$ cat src/logic/srt_pkg.sv
// package: shared constants and types for the string repeat and soft trap control block
package srt_pkg;
    // ------------------------------------------------------------
    // avalon register map (byte addresses, one word each)
    // ------------------------------------------------------------
    localparam logic [5:0] SRT_REG_CMD = 6'h00;    // write: command, read: last command
    localparam logic [5:0] SRT_REG_COUNT = 6'h04;  // loop count register
    localparam logic [5:0] SRT_REG_SRC = 6'h08;    // source index register
    localparam logic [5:0] SRT_REG_DST = 6'h0C;    // destination index register
    localparam logic [5:0] SRT_REG_IP = 6'h10;     // instruction pointer
    localparam logic [5:0] SRT_REG_FLAGS = 6'h14;  // flags
    localparam logic [5:0] SRT_REG_OPA = 6'h18;    // operand a / tested value / target
    localparam logic [5:0] SRT_REG_OPB = 6'h1C;    // operand b (element compare data)
    localparam logic [5:0] SRT_REG_STAT = 6'h20;   // status (read only)
    localparam logic [5:0] SRT_REG_LIM = 6'h24;    // limit memory write port

    // ------------------------------------------------------------
    // command word fields
    // ------------------------------------------------------------
    localparam int SRT_CMD_OP_LSB = 0;     // 4-bit opcode
    localparam int SRT_CMD_SIZE_LSB = 4;   // 2-bit element size code
    localparam int SRT_CMD_PFX_LSB = 6;    // 2-bit repeat prefix
    localparam int SRT_CMD_REGLIM_BIT = 8; // limit operand encoded as register
    localparam int SRT_CMD_LEN_LSB = 9;    // 4-bit instruction length
    localparam int SRT_CMD_VEC_LSB = 16;   // 8-bit vector number
    localparam int SRT_CMD_ADDR_LSB = 24;  // 3-bit limit memory word index

    // flag bit positions
    localparam int SRT_FLG_ZF = 0;
    localparam int SRT_FLG_DF = 1;
    localparam int SRT_FLG_OF = 2;

    // status bit positions
    localparam int SRT_ST_BUSY = 0;
    localparam int SRT_ST_TRAP = 1;
    localparam int SRT_ST_ICPT = 2;  // last command was a string run that was interrupted
    localparam int SRT_ST_VEC_LSB = 8;

    // fixed exception vectors
    localparam logic [7:0] SRT_VEC_BOUND = 8'h05;
    localparam logic [7:0] SRT_VEC_OVF = 8'h04;
    localparam logic [7:0] SRT_VEC_UD = 8'h06;

    localparam logic [31:0] SRT_ONE = 32'h0000_0001;

    typedef enum logic [3:0] {
        SRT_OP_NOP, SRT_OP_JCZ, SRT_OP_INT, SRT_OP_INTO, SRT_OP_BOUND, SRT_OP_STD,
        SRT_OP_CLD, SRT_OP_MOVE_STRING_INSTR, SRT_OP_COMPARE_STRING_INSTR, SRT_OP_SCAN_STRING_INSTR, SRT_OP_LOAD_STRING_INSTR, SRT_OP_STORE_STRING_INSTR,
        SRT_OP_INTERRUPT_RETURN_INSTR
    } srt_op_t;

    typedef enum logic [1:0] {SRT_PFX_NONE, SRT_PFX_REP, SRT_PFX_REPE, SRT_PFX_REPNE} srt_pfx_t;

    typedef enum logic [1:0] {SRT_SZ_BYTE, SRT_SZ_WORD, SRT_SZ_DWORD, SRT_SZ_RSVD} srt_sz_t;
endpackage : srt_pkg

$ cat src/logic/srt_ctrl.sv
// string repeat and soft trap control with avalon register slave
//
// The placing of the registers and register access over Avalon-MM were chosen for this implementation.
`timescale 1ns/1ps
`default_nettype none
module srt_ctrl
    import srt_pkg::*;
#(
    parameter int LIM_DEPTH = 8
)(
    input wire logic clk,
    input wire logic arst_n,
    input wire logic [5:0] avs_address,
    input wire logic avs_read,
    input wire logic avs_write,
    input wire logic [31:0] avs_writedata,
    input wire logic [3:0] avs_byteenable,
    output logic [31:0] avs_readdata,
    output logic avs_waitrequest,
    input wire logic irq_pending,
    output logic trap_valid,
    output logic [7:0] trap_vector,
    output logic dst_seg_is_extra
);
    localparam int LAW = $clog2(LIM_DEPTH);

    // ------------------------------------------------------------
    // architectural state
    // ------------------------------------------------------------
    logic [31:0] loop_count_register;
    logic [31:0] source_index_register;
    logic [31:0] destination_index_register;
    logic [31:0] instruction_pointer;
    logic [31:0] ret_ip;
    logic [31:0] opa;
    logic [31:0] opb;
    logic [31:0] cmd;
    logic zero_flag;
    logic direction_flag;
    logic overflow_flag;
    logic busy;
    logic bnd_wait;
    logic icpt;
    logic trap;
    logic [7:0] vec;
    logic rd_ack;
    logic [31:0] rdata;

    // ------------------------------------------------------------
    // command decode
    // ------------------------------------------------------------
    wire logic [3:0] op_raw = cmd[SRT_CMD_OP_LSB +: 4];
    wire logic [1:0] sz = cmd[SRT_CMD_SIZE_LSB +: 2];
    wire logic [1:0] pfx = cmd[SRT_CMD_PFX_LSB +: 2];
    wire logic reg_lim = cmd[SRT_CMD_REGLIM_BIT];
    wire logic [31:0] ilen = {28'h0, cmd[SRT_CMD_LEN_LSB +: 4]};
    wire logic [LAW-1:0] lim_addr = cmd[SRT_CMD_ADDR_LSB +: LAW];
    wire logic is_str = (op_raw >= SRT_OP_MOVE_STRING_INSTR) && (op_raw <= SRT_OP_STORE_STRING_INSTR);
    wire logic is_cmp = (op_raw == SRT_OP_COMPARE_STRING_INSTR) || (op_raw == SRT_OP_SCAN_STRING_INSTR);

    // bus decode; writes never wait, waitrequest drops for one cycle per read
    wire logic acc = avs_read | avs_write;
    wire logic wr_hit = avs_write & ~avs_waitrequest;
    wire logic wr_cmd = wr_hit & (avs_address == SRT_REG_CMD) & ~busy;
    wire logic wr_lim = wr_hit & (avs_address == SRT_REG_LIM);
    assign avs_waitrequest = acc & ~rd_ack & ~avs_write;

    // ------------------------------------------------------------
    // element compare and index stepping
    // ------------------------------------------------------------
    wire logic [31:0] sz_mask = (sz == SRT_SZ_BYTE) ? 32'h0000_00FF :
                                (sz == SRT_SZ_WORD) ? 32'h0000_FFFF : 32'hFFFF_FFFF;
    wire logic elem_eq = ((opa ^ opb) & sz_mask) == 32'h0;
    wire logic [31:0] cnt_dec = loop_count_register - SRT_ONE;
    wire logic [31:0] next_src;
    wire logic [31:0] next_dst;

    srt_step u_step_src (
        .idx(source_index_register),
        .size(sz),
        .dir(direction_flag),
        .idx_next(next_src)
    );

    srt_step u_step_dst (
        .idx(destination_index_register),
        .size(sz),
        .dir(direction_flag),
        .idx_next(next_dst)
    );

    // zero flag after this element, updated before the termination test
    wire logic next_zf = is_cmp ? elem_eq : zero_flag;
    wire logic stop_cnt = (pfx == SRT_PFX_NONE) || (cnt_dec == 32'h0);
    wire logic stop_zf = is_cmp && (((pfx == SRT_PFX_REPE) && !next_zf) ||
                                    ((pfx == SRT_PFX_REPNE) && next_zf));
    wire logic str_done = stop_cnt | stop_zf;
    wire logic str_go = busy & is_str & ~bnd_wait;
    // zero count with a prefix performs no element, except scan and compare, which wrap
    wire logic str_skip = !is_cmp && (pfx != SRT_PFX_NONE) && (loop_count_register == 32'h0);
    wire logic str_icpt = str_go & irq_pending & ~str_done & ~str_skip;

    // ------------------------------------------------------------
    // range check using limit memory
    // ------------------------------------------------------------
    wire logic [31:0] lim_lo;
    wire logic [31:0] lim_hi;

    srt_limit_mem #(.DEPTH(LIM_DEPTH), .AW(LAW)) u_lim (
        .clk(clk),
        .wr_en(wr_lim),
        .wr_addr(avs_writedata[SRT_CMD_ADDR_LSB +: LAW]),
        .wr_data({8'h0, avs_writedata[23:0]}),
        .rd_addr(lim_addr),
        .rd_lo(lim_lo),
        .rd_hi(lim_hi)
    );

    wire logic out_rng = ($signed(opa) < $signed(lim_lo)) ||
                         ($signed(opa) > $signed(lim_hi));

    // ------------------------------------------------------------
    // execution sequencer
    // ------------------------------------------------------------
    always_ff @(posedge clk or negedge arst_n)
    begin
        if (!arst_n)
        begin
            busy <= 1'b0;
            bnd_wait <= 1'b0;
            cmd <= 32'h0;
            trap <= 1'b0;
            vec <= 8'h0;
            icpt <= 1'b0;
            trap_valid <= 1'b0;
            instruction_pointer <= 32'h0;
            ret_ip <= 32'h0;
            loop_count_register <= 32'h0;
            source_index_register <= 32'h0;
            destination_index_register <= 32'h0;
            opa <= 32'h0;
            opb <= 32'h0;
            zero_flag <= 1'b0;
            direction_flag <= 1'b0;
            overflow_flag <= 1'b0;
        end
        else
        begin
            trap_valid <= 1'b0;
            if (wr_cmd)
            begin
                cmd <= avs_writedata;
                busy <= 1'b1;
                bnd_wait <= (avs_writedata[SRT_CMD_OP_LSB +: 4] == SRT_OP_BOUND);
                icpt <= 1'b0;
            end
            else if (wr_hit && !busy)
            begin
                // architectural registers writable while idle
                unique case (avs_address)
                    SRT_REG_COUNT: loop_count_register <= avs_writedata;
                    SRT_REG_SRC: source_index_register <= avs_writedata;
                    SRT_REG_DST: destination_index_register <= avs_writedata;
                    SRT_REG_IP: instruction_pointer <= avs_writedata;
                    SRT_REG_OPA: opa <= avs_writedata;
                    SRT_REG_OPB: opb <= avs_writedata;
                    SRT_REG_FLAGS:
                    begin
                        zero_flag <= avs_writedata[SRT_FLG_ZF];
                        direction_flag <= avs_writedata[SRT_FLG_DF];
                        overflow_flag <= avs_writedata[SRT_FLG_OF];
                    end
                    default: ;
                endcase
            end
            else if (busy && bnd_wait)
                bnd_wait <= 1'b0; // limit memory read data now valid
            else if (busy && is_str)
            begin
                if (str_skip)
                begin
                    busy <= 1'b0;
                    instruction_pointer <= instruction_pointer + ilen;
                end
                else
                begin
                    source_index_register <= next_src;
                    destination_index_register <= next_dst;
                    zero_flag <= next_zf;
                    if (pfx != SRT_PFX_NONE)
                        loop_count_register <= cnt_dec;
                    if (str_done)
                    begin
                        busy <= 1'b0;
                        instruction_pointer <= instruction_pointer + ilen;
                    end
                    else if (irq_pending)
                    begin
                        // pointer stays on the string instruction for restart
                        busy <= 1'b0;
                        icpt <= 1'b1;
                    end
                end
            end
            else if (busy)
            begin
                busy <= 1'b0;
                instruction_pointer <= instruction_pointer + ilen;
                unique case (op_raw)
                    SRT_OP_JCZ:
                        if (loop_count_register == 32'h0)
                            instruction_pointer <= opa;
                    SRT_OP_INT:
                    begin
                        trap <= 1'b1;
                        trap_valid <= 1'b1;
                        vec <= cmd[SRT_CMD_VEC_LSB +: 8];
                        ret_ip <= instruction_pointer + ilen;
                    end
                    SRT_OP_INTO:
                        if (overflow_flag)
                        begin
                            trap <= 1'b1;
                            trap_valid <= 1'b1;
                            vec <= SRT_VEC_OVF;
                            ret_ip <= instruction_pointer + ilen;
                        end
                    SRT_OP_BOUND:
                        if (reg_lim || out_rng)
                        begin
                            trap <= 1'b1;
                            trap_valid <= 1'b1;
                            vec <= reg_lim ? SRT_VEC_UD : SRT_VEC_BOUND;
                            instruction_pointer <= instruction_pointer;
                            ret_ip <= instruction_pointer;
                        end
                    SRT_OP_STD: direction_flag <= 1'b1;
                    SRT_OP_CLD: direction_flag <= 1'b0;
                    SRT_OP_INTERRUPT_RETURN_INSTR:
                    begin
                        trap <= 1'b0;
                        instruction_pointer <= ret_ip;
                    end
                    default: ;
                endcase
            end
        end
    end

    // destination accesses never take a segment override
    assign dst_seg_is_extra = 1'b1;
    assign trap_vector = vec;

    // ------------------------------------------------------------
    // read path: one registered wait state per read
    // ------------------------------------------------------------
    always_comb
    begin
        unique case (avs_address)
            SRT_REG_CMD: rdata = cmd;
            SRT_REG_COUNT: rdata = loop_count_register;
            SRT_REG_SRC: rdata = source_index_register;
            SRT_REG_DST: rdata = destination_index_register;
            SRT_REG_IP: rdata = instruction_pointer;
            SRT_REG_FLAGS: rdata = {29'h0, overflow_flag, direction_flag, zero_flag};
            SRT_REG_OPA: rdata = opa;
            SRT_REG_OPB: rdata = opb;
            SRT_REG_STAT: rdata = {16'h0, vec, 5'h0, icpt, trap, busy};
            default: rdata = 32'h0;
        endcase
    end

    always_ff @(posedge clk or negedge arst_n)
    begin
        if (!arst_n)
        begin
            rd_ack <= 1'b0;
            avs_readdata <= 32'h0;
        end
        else
        begin
            rd_ack <= avs_read & ~rd_ack;
            if (avs_read && !rd_ack)
                avs_readdata <= rdata;
        end
    end
endmodule : srt_ctrl
`default_nettype wire

$ cat src/logic/srt_limit_mem.sv
// limit memory: small word store holding bound limit pairs, registered read
`timescale 1ns/1ps
`default_nettype none
module srt_limit_mem
    import srt_pkg::*;
#(
    parameter int DEPTH = 8,
    parameter int AW = 3
)(
    input wire logic clk,
    input wire logic wr_en,
    input wire logic [AW-1:0] wr_addr,
    input wire logic [31:0] wr_data,
    input wire logic [AW-1:0] rd_addr,
    output logic [31:0] rd_lo,
    output logic [31:0] rd_hi
);
    logic [31:0] mem [DEPTH];
    wire logic [AW-1:0] hi_addr = rd_addr + AW'(1);

    // ------------------------------------------------------------
    // storage; no reset so it maps onto plain ram
    // ------------------------------------------------------------
    always_ff @(posedge clk)
    begin
        if (wr_en)
            mem[wr_addr] <= wr_data;
        rd_lo <= mem[rd_addr];   // lower address holds lower limit
        rd_hi <= mem[hi_addr];   // next word holds upper limit
    end
endmodule : srt_limit_mem
`default_nettype wire

$ cat src/logic/srt_step.sv
// index stepper: adjusts an index by the element size in the flagged direction
`timescale 1ns/1ps
`default_nettype none
module srt_step
    import srt_pkg::*;
(
    input wire logic [31:0] idx,
    input wire logic [1:0] size,
    input wire logic dir,
    output logic [31:0] idx_next
);
    // byte=1, word=2, dword=4 bytes per element
    wire logic [31:0] step = (size == SRT_SZ_DWORD) ? 32'h0000_0004 :
                             (size == SRT_SZ_WORD) ? 32'h0000_0002 : SRT_ONE;
    // clear direction counts up, set direction counts down
    assign idx_next = dir ? idx - step : idx + step;
endmodule : srt_step
`default_nettype wire

$ cat config.mk
export PLATFORM = sky130hd
export DESIGN_NAME = srt_ctrl
export DESIGN_NICKNAME = d
export VERILOG_FILES = /design/src/logic/srt_pkg.sv /design/src/logic/srt_ctrl.sv /design/src/logic/srt_limit_mem.sv /design/src/logic/srt_step.sv
export SDC_FILE = /design/constraint.sdc
export NUM_CORES = 1
export LEC_CHECK = 0
export BUFFER_PORTS_ARGS = -buffer_cell sky130_fd_sc_hd__buf_4
export CORE_MARGIN = 1.5
export CORE_UTILIZATION = 45
export CTS_BUF_LIST = sky130_fd_sc_hd__clkbuf_4
export CTS_CLUSTER_DIAMETER = 150
export CTS_CLUSTER_SIZE = 14
export DETAILED_ROUTE_END_ITERATION = 16
export PLACE_DENSITY = 0.58
export SYNTH_ARGS = -nofsm -noshare
export SYNTH_HDL_FRONTEND = slang
export SYNTH_HIERARCHICAL = 1
export SYNTH_SLANG_ARGS = --single-unit
$ cat constraint.sdc
create_clock -name clk -period 7.4 [get_ports clk]
set_input_delay 0.74 -clock clk [delete_from_list [all_inputs] [get_ports clk]]
set_output_delay 0.74 -clock clk [all_outputs]
set_load 0.02 [all_outputs]
==> reports/qor.csv <==
metric;value;unit
final weighted congestion in routability-driven placement;0.948;
unique cell type count in the Yosys netlist;102;
Worst R2R Path Depth;11;
CTS tree;built;
routed length on met2;51300;µm
first-pass GRT wire length;168000;µm
DR pass1 iterations;7;
layout cells sized above 1;14.2;%
final wirelength;111000;µm
DR WL met3;7340;µm
H-tree levels;2;
Seq pwr share;49.0;%
full die area;80000;µm²
run status;complete, no violations;
EDFF count, synth;256;
Setup-failing EPs final;0;
CTS Buf Count;50;
Mapped Area;35200;µm²
Total GRT Usage;27.8;%
Setup Fix Bufs, Post-CTS;0;
crit path DAT;5.57;ns
clk_skew;0.0520;ns
largest net degree at the start of global routing;136;
Clock Sinks;625;
path category of the worst min-delay check;input pin to flip-flop;
Int Pwr;5.66;mW
placed cells;4370;
Clk Tree Root Cell;clkbuf_4;
Comb power frac;33.2;%
Starting DRT DRC Count;2815;
global route total overflow;0;
synthesized instance count;3347;
Max clock buf depth;3;
cells along the critical path;ha_1, nand4_1, nor4_1, a221oi_1, nand3_1, o211ai_1, a41oi_1, o21a_2, buf_4, nor2_1, a21oi_1;
post-synthesis sequential area ratio;47.1;%
CP Data Required Time;8.22;ns
fin. max-slew vios;0;
Rows;102;
Post-DRT Antenna Nets;0;
Synth Warn #;6;
HPWL Detailed;77600;µm
die width;283;µm
Setup CP Type;flip-flop to flip-flop;
clock share of power;17.8;%
# DRC;0;
Port Buffers;84;
Worst Tran Pin Value;1.19;ns
Net Sw Frac;37.5;%
vias per inst;6.14;
Async SR Flop Fraction;48.8;%
flops & latches, synth;625;
Crit. End Element;flip-flop;
max-cap violations;0;
Metal-1 WL;48400;µm
Final Critical Period;4.75;ns
Worst-Skew Late Latency;0.93;ns
crit share post-route;64.2;%
vias in the first global route;27200;
largest stage delay on the critical path;0.82;ns
R2R Path Start;opa[31];
Final Non-Filler Cells;4455;
Slew HR;20.6;%
NetSw;3.40;mW
critical path's slowest cell;o21a_2;
Hold Startpoint;irq_pending;
Top Layer Used;met5;
dominant synthesized flop cell;dfrtp_1;
WHS Path Cells;2;
Hold Vio Cnt, Final;0;
Critical Path Source;opa[31];
vias post-DR;27400;
Setup Total Neg Slack;0;ns
die height;283;µm
Clock transition at path regs;0.16;ns
power consumption;9.07;mW
RSZ-0062 raised after global routing;no;
maximum vdd drop;0.000127;V
Nets;3571;
Fill cells;7060;
Worst setup SP type;flip-flop;
Cell Pwr Density;240;nW/µm²
initial antenna violation count;7;
Core Region;77500;µm²
Initial Utilization;45.5;%
Max Clk Rate;211;MHz
DR WL/cell;24.8;µm
area grow syn2layout;7.08;%
I/O pin count;90;
Synth Area per Inst;10.5;µm²
Leakage;15.3;nW
crit path max fanout;46;
==> power by group through the flow <==
stage	Sequential, mW	Combinational, mW	Clock [mW]
finish	4.44	3.01	1.61
global route	4.49	3.33	1.80
CTS	4.42	2.99	1.68
detailed placement	4.50	2.97	0
global placement	4.49	2.90	0
floorplan	4.27	2.23	0
==> worst max-delay path: cells and delay by family (launching register included) <==
kind                     cells  cell delay, ns
buffers and inverters        1            0.51
AO/OA/AOI/OAI                5            1.91
flip-flops                   1            0.53
adder cells (fa/ha/maj)      1            0.41
AND/OR/NAND/NOR              4            1.25
==> layout by cell type (no fill, tap or decap), types with 17 or more instances in the layout <==
cell type / synthesis / routed
a31oi_1: 56 / 56
dfrtp_1: 305 / 301
ha_1: 138 / 137
nor2b_1: 78 / 77
clkbuf_4: 0 / 74
mux2_2: 137 / 137
nand3_1: 43 / 43
nand2_1: 215 / 213
edfxtp_1: 256 / 256
a22o_1: 30 / 30
a221oi_1: 34 / 34
mux2i_1: 67 / 67
and2_1: 41 / 41
nor2_1: 275 / 265
inv_1: 111 / 111
a211oi_1: 18 / 18
o21ai_0: 170 / 170
nand4_1: 30 / 30
o211ai_1: 19 / 19
a2111oi_0: 69 / 69
buf_4: 15 / 134
xnor2_1: 72 / 72
xor2_1: 71 / 71
nor4_1: 56 / 53
mux4_2: 64 / 64
and3_1: 74 / 74
dfxtp_1: 64 / 64
a21o_1: 42 / 42
a222oi_1: 17 / 17
a22oi_1: 39 / 39
a21oi_1: 302 / 302
conb_1: 2 / 65
nor3_1: 43 / 38
==> state kept, by name, summed over array words and instances, names as in the netlist <==
| register | flops |
|---|---|
| avs_readdata | 32 |
| bnd_wait | 1 |
| busy | 1 |
| cmd | 32 |
| destination_index_register | 32 |
| direction_flag | 1 |
| icpt | 1 |
| instruction_pointer | 32 |
| loop_count_register | 32 |
| opa | 32 |
| opb | 32 |
| overflow_flag | 1 |
| rd_ack | 1 |
| ret_ip | 32 |
| source_index_register | 32 |
| trap | 1 |
| trap_valid | 1 |
| trap_vector | 8 |
| u_lim/mem | 256 |
| u_lim/rd_hi | 32 |
| u_lim/rd_lo | 32 |
| zero_flag | 1 |
==> area by class of cell <==
cell class	count	area, µm²	share of cell area, %
diodes	7	17.5	0.0464
repair buffers	137	1050	2.79
flip-flops and latches	625	16600	44.0
well taps	1040	1300	3.45
multi-input cells	2457	17700	47.0
clock buffers	74	556	1.47
clock inverters	3	43.8	0.116
inverters	112	420	1.11
==> cell families (layout without fill, tap and decap cells) <==
logic type                 Yosys count  count (layout)  synth area share (%)
and+or+nand+nor                    932             932                  13.3
AOI/OAI and AO/OA                  903             903                  16.6
DFF                                625             625                  47.1
buffers and inverters              328             326                  3.75
muxes                              271             271                  10.5
xor gates and xnor gates           145             145                  3.65
adders and majority gates          141             141                  5.07
other                                2              72                0.0213
==> cells in the mapped netlist (30+ instances only) <==
| library cell | count | share of area [%] |
|---|---|---|
| dfrtp_1 | 305 | 22 |
| a21oi_1 | 302 | 4.3 |
| nor2_1 | 275 | 2.9 |
| edfxtp_1 | 256 | 22 |
| nand2_1 | 215 | 2.3 |
| o21ai_0 | 170 | 2.4 |
| clkbuf_1 | 164 | 1.7 |
| ha_1 | 138 | 4.9 |
| mux2_2 | 137 | 4.4 |
| inv_1 | 111 | 1.2 |
| nor2b_1 | 78 | 1.4 |
| and3_1 | 74 | 1.3 |
| xnor2_1 | 72 | 1.8 |
| xor2_1 | 71 | 1.8 |
| a2111oi_0 | 69 | 1.7 |
| mux2i_1 | 67 | 1.9 |
| dfxtp_1 | 64 | 3.6 |
| mux4_2 | 64 | 4.1 |
| a31oi_1 | 56 | 0.99 |
| nor4_1 | 56 | 0.99 |
| nand3_1 | 43 | 0.61 |
| nor3_1 | 43 | 0.61 |
| a21o_1 | 42 | 0.90 |
| and2_1 | 41 | 0.73 |
| a22oi_1 | 39 | 0.83 |
| a221oi_1 | 34 | 0.85 |
| a22o_1 | 30 | 0.75 |
| nand4_1 | 30 | 0.53 |
==> per-layer routing <==
metal | vias up | track usage (%)
li1 | 12500 | -
met1 | 13600 | 38.7
met2 | 1012 | 44.9
met3 | 204 | 3.79
met4 | 4 | 8.90
met5 | - | 0
==> per-stage QoR <==
step / hold WS, ns / cell area (µm²) / util [%] / setup slack [ns]
global placement: 0.478 / 37100 / 47.9 / 2.73
detailed placement: 0.489 / 37100 / 47.9 / 2.61
floorplan: 0.444 / 35500 / - / 3.35
CTS: 0.0365 / 37700 / 48.7 / 2.56
finish: 0.0697 / 37700 / 48.7 / 2.65
global route: 0.0326 / 37700 / 48.7 / 2.38
==> repair_timing <==
| action | 4_1_cts | 5_1_grt |
|---|---|---|
| hold buffers | 1 | 0 |
| resized for setup | 0 | 0 |
| hold endpoints to repair | 102 | 0 |
==> final timing paths <==
| kind | to | slack (ns) |
|---|---|---|
| max in group asynchronous | source_index_register[29] | 5.48 |
| min reg2reg | avs_readdata[0] | 0.52 |
| min in group asynchronous | avs_readdata[3] | 0.45 |
| max | ret_ip[26] | 2.65 |
| max reg2reg | ret_ip[26] | 2.65 |
| min | busy | 0.07 |
No activity file was read; power rests on OpenSTA's default activity.
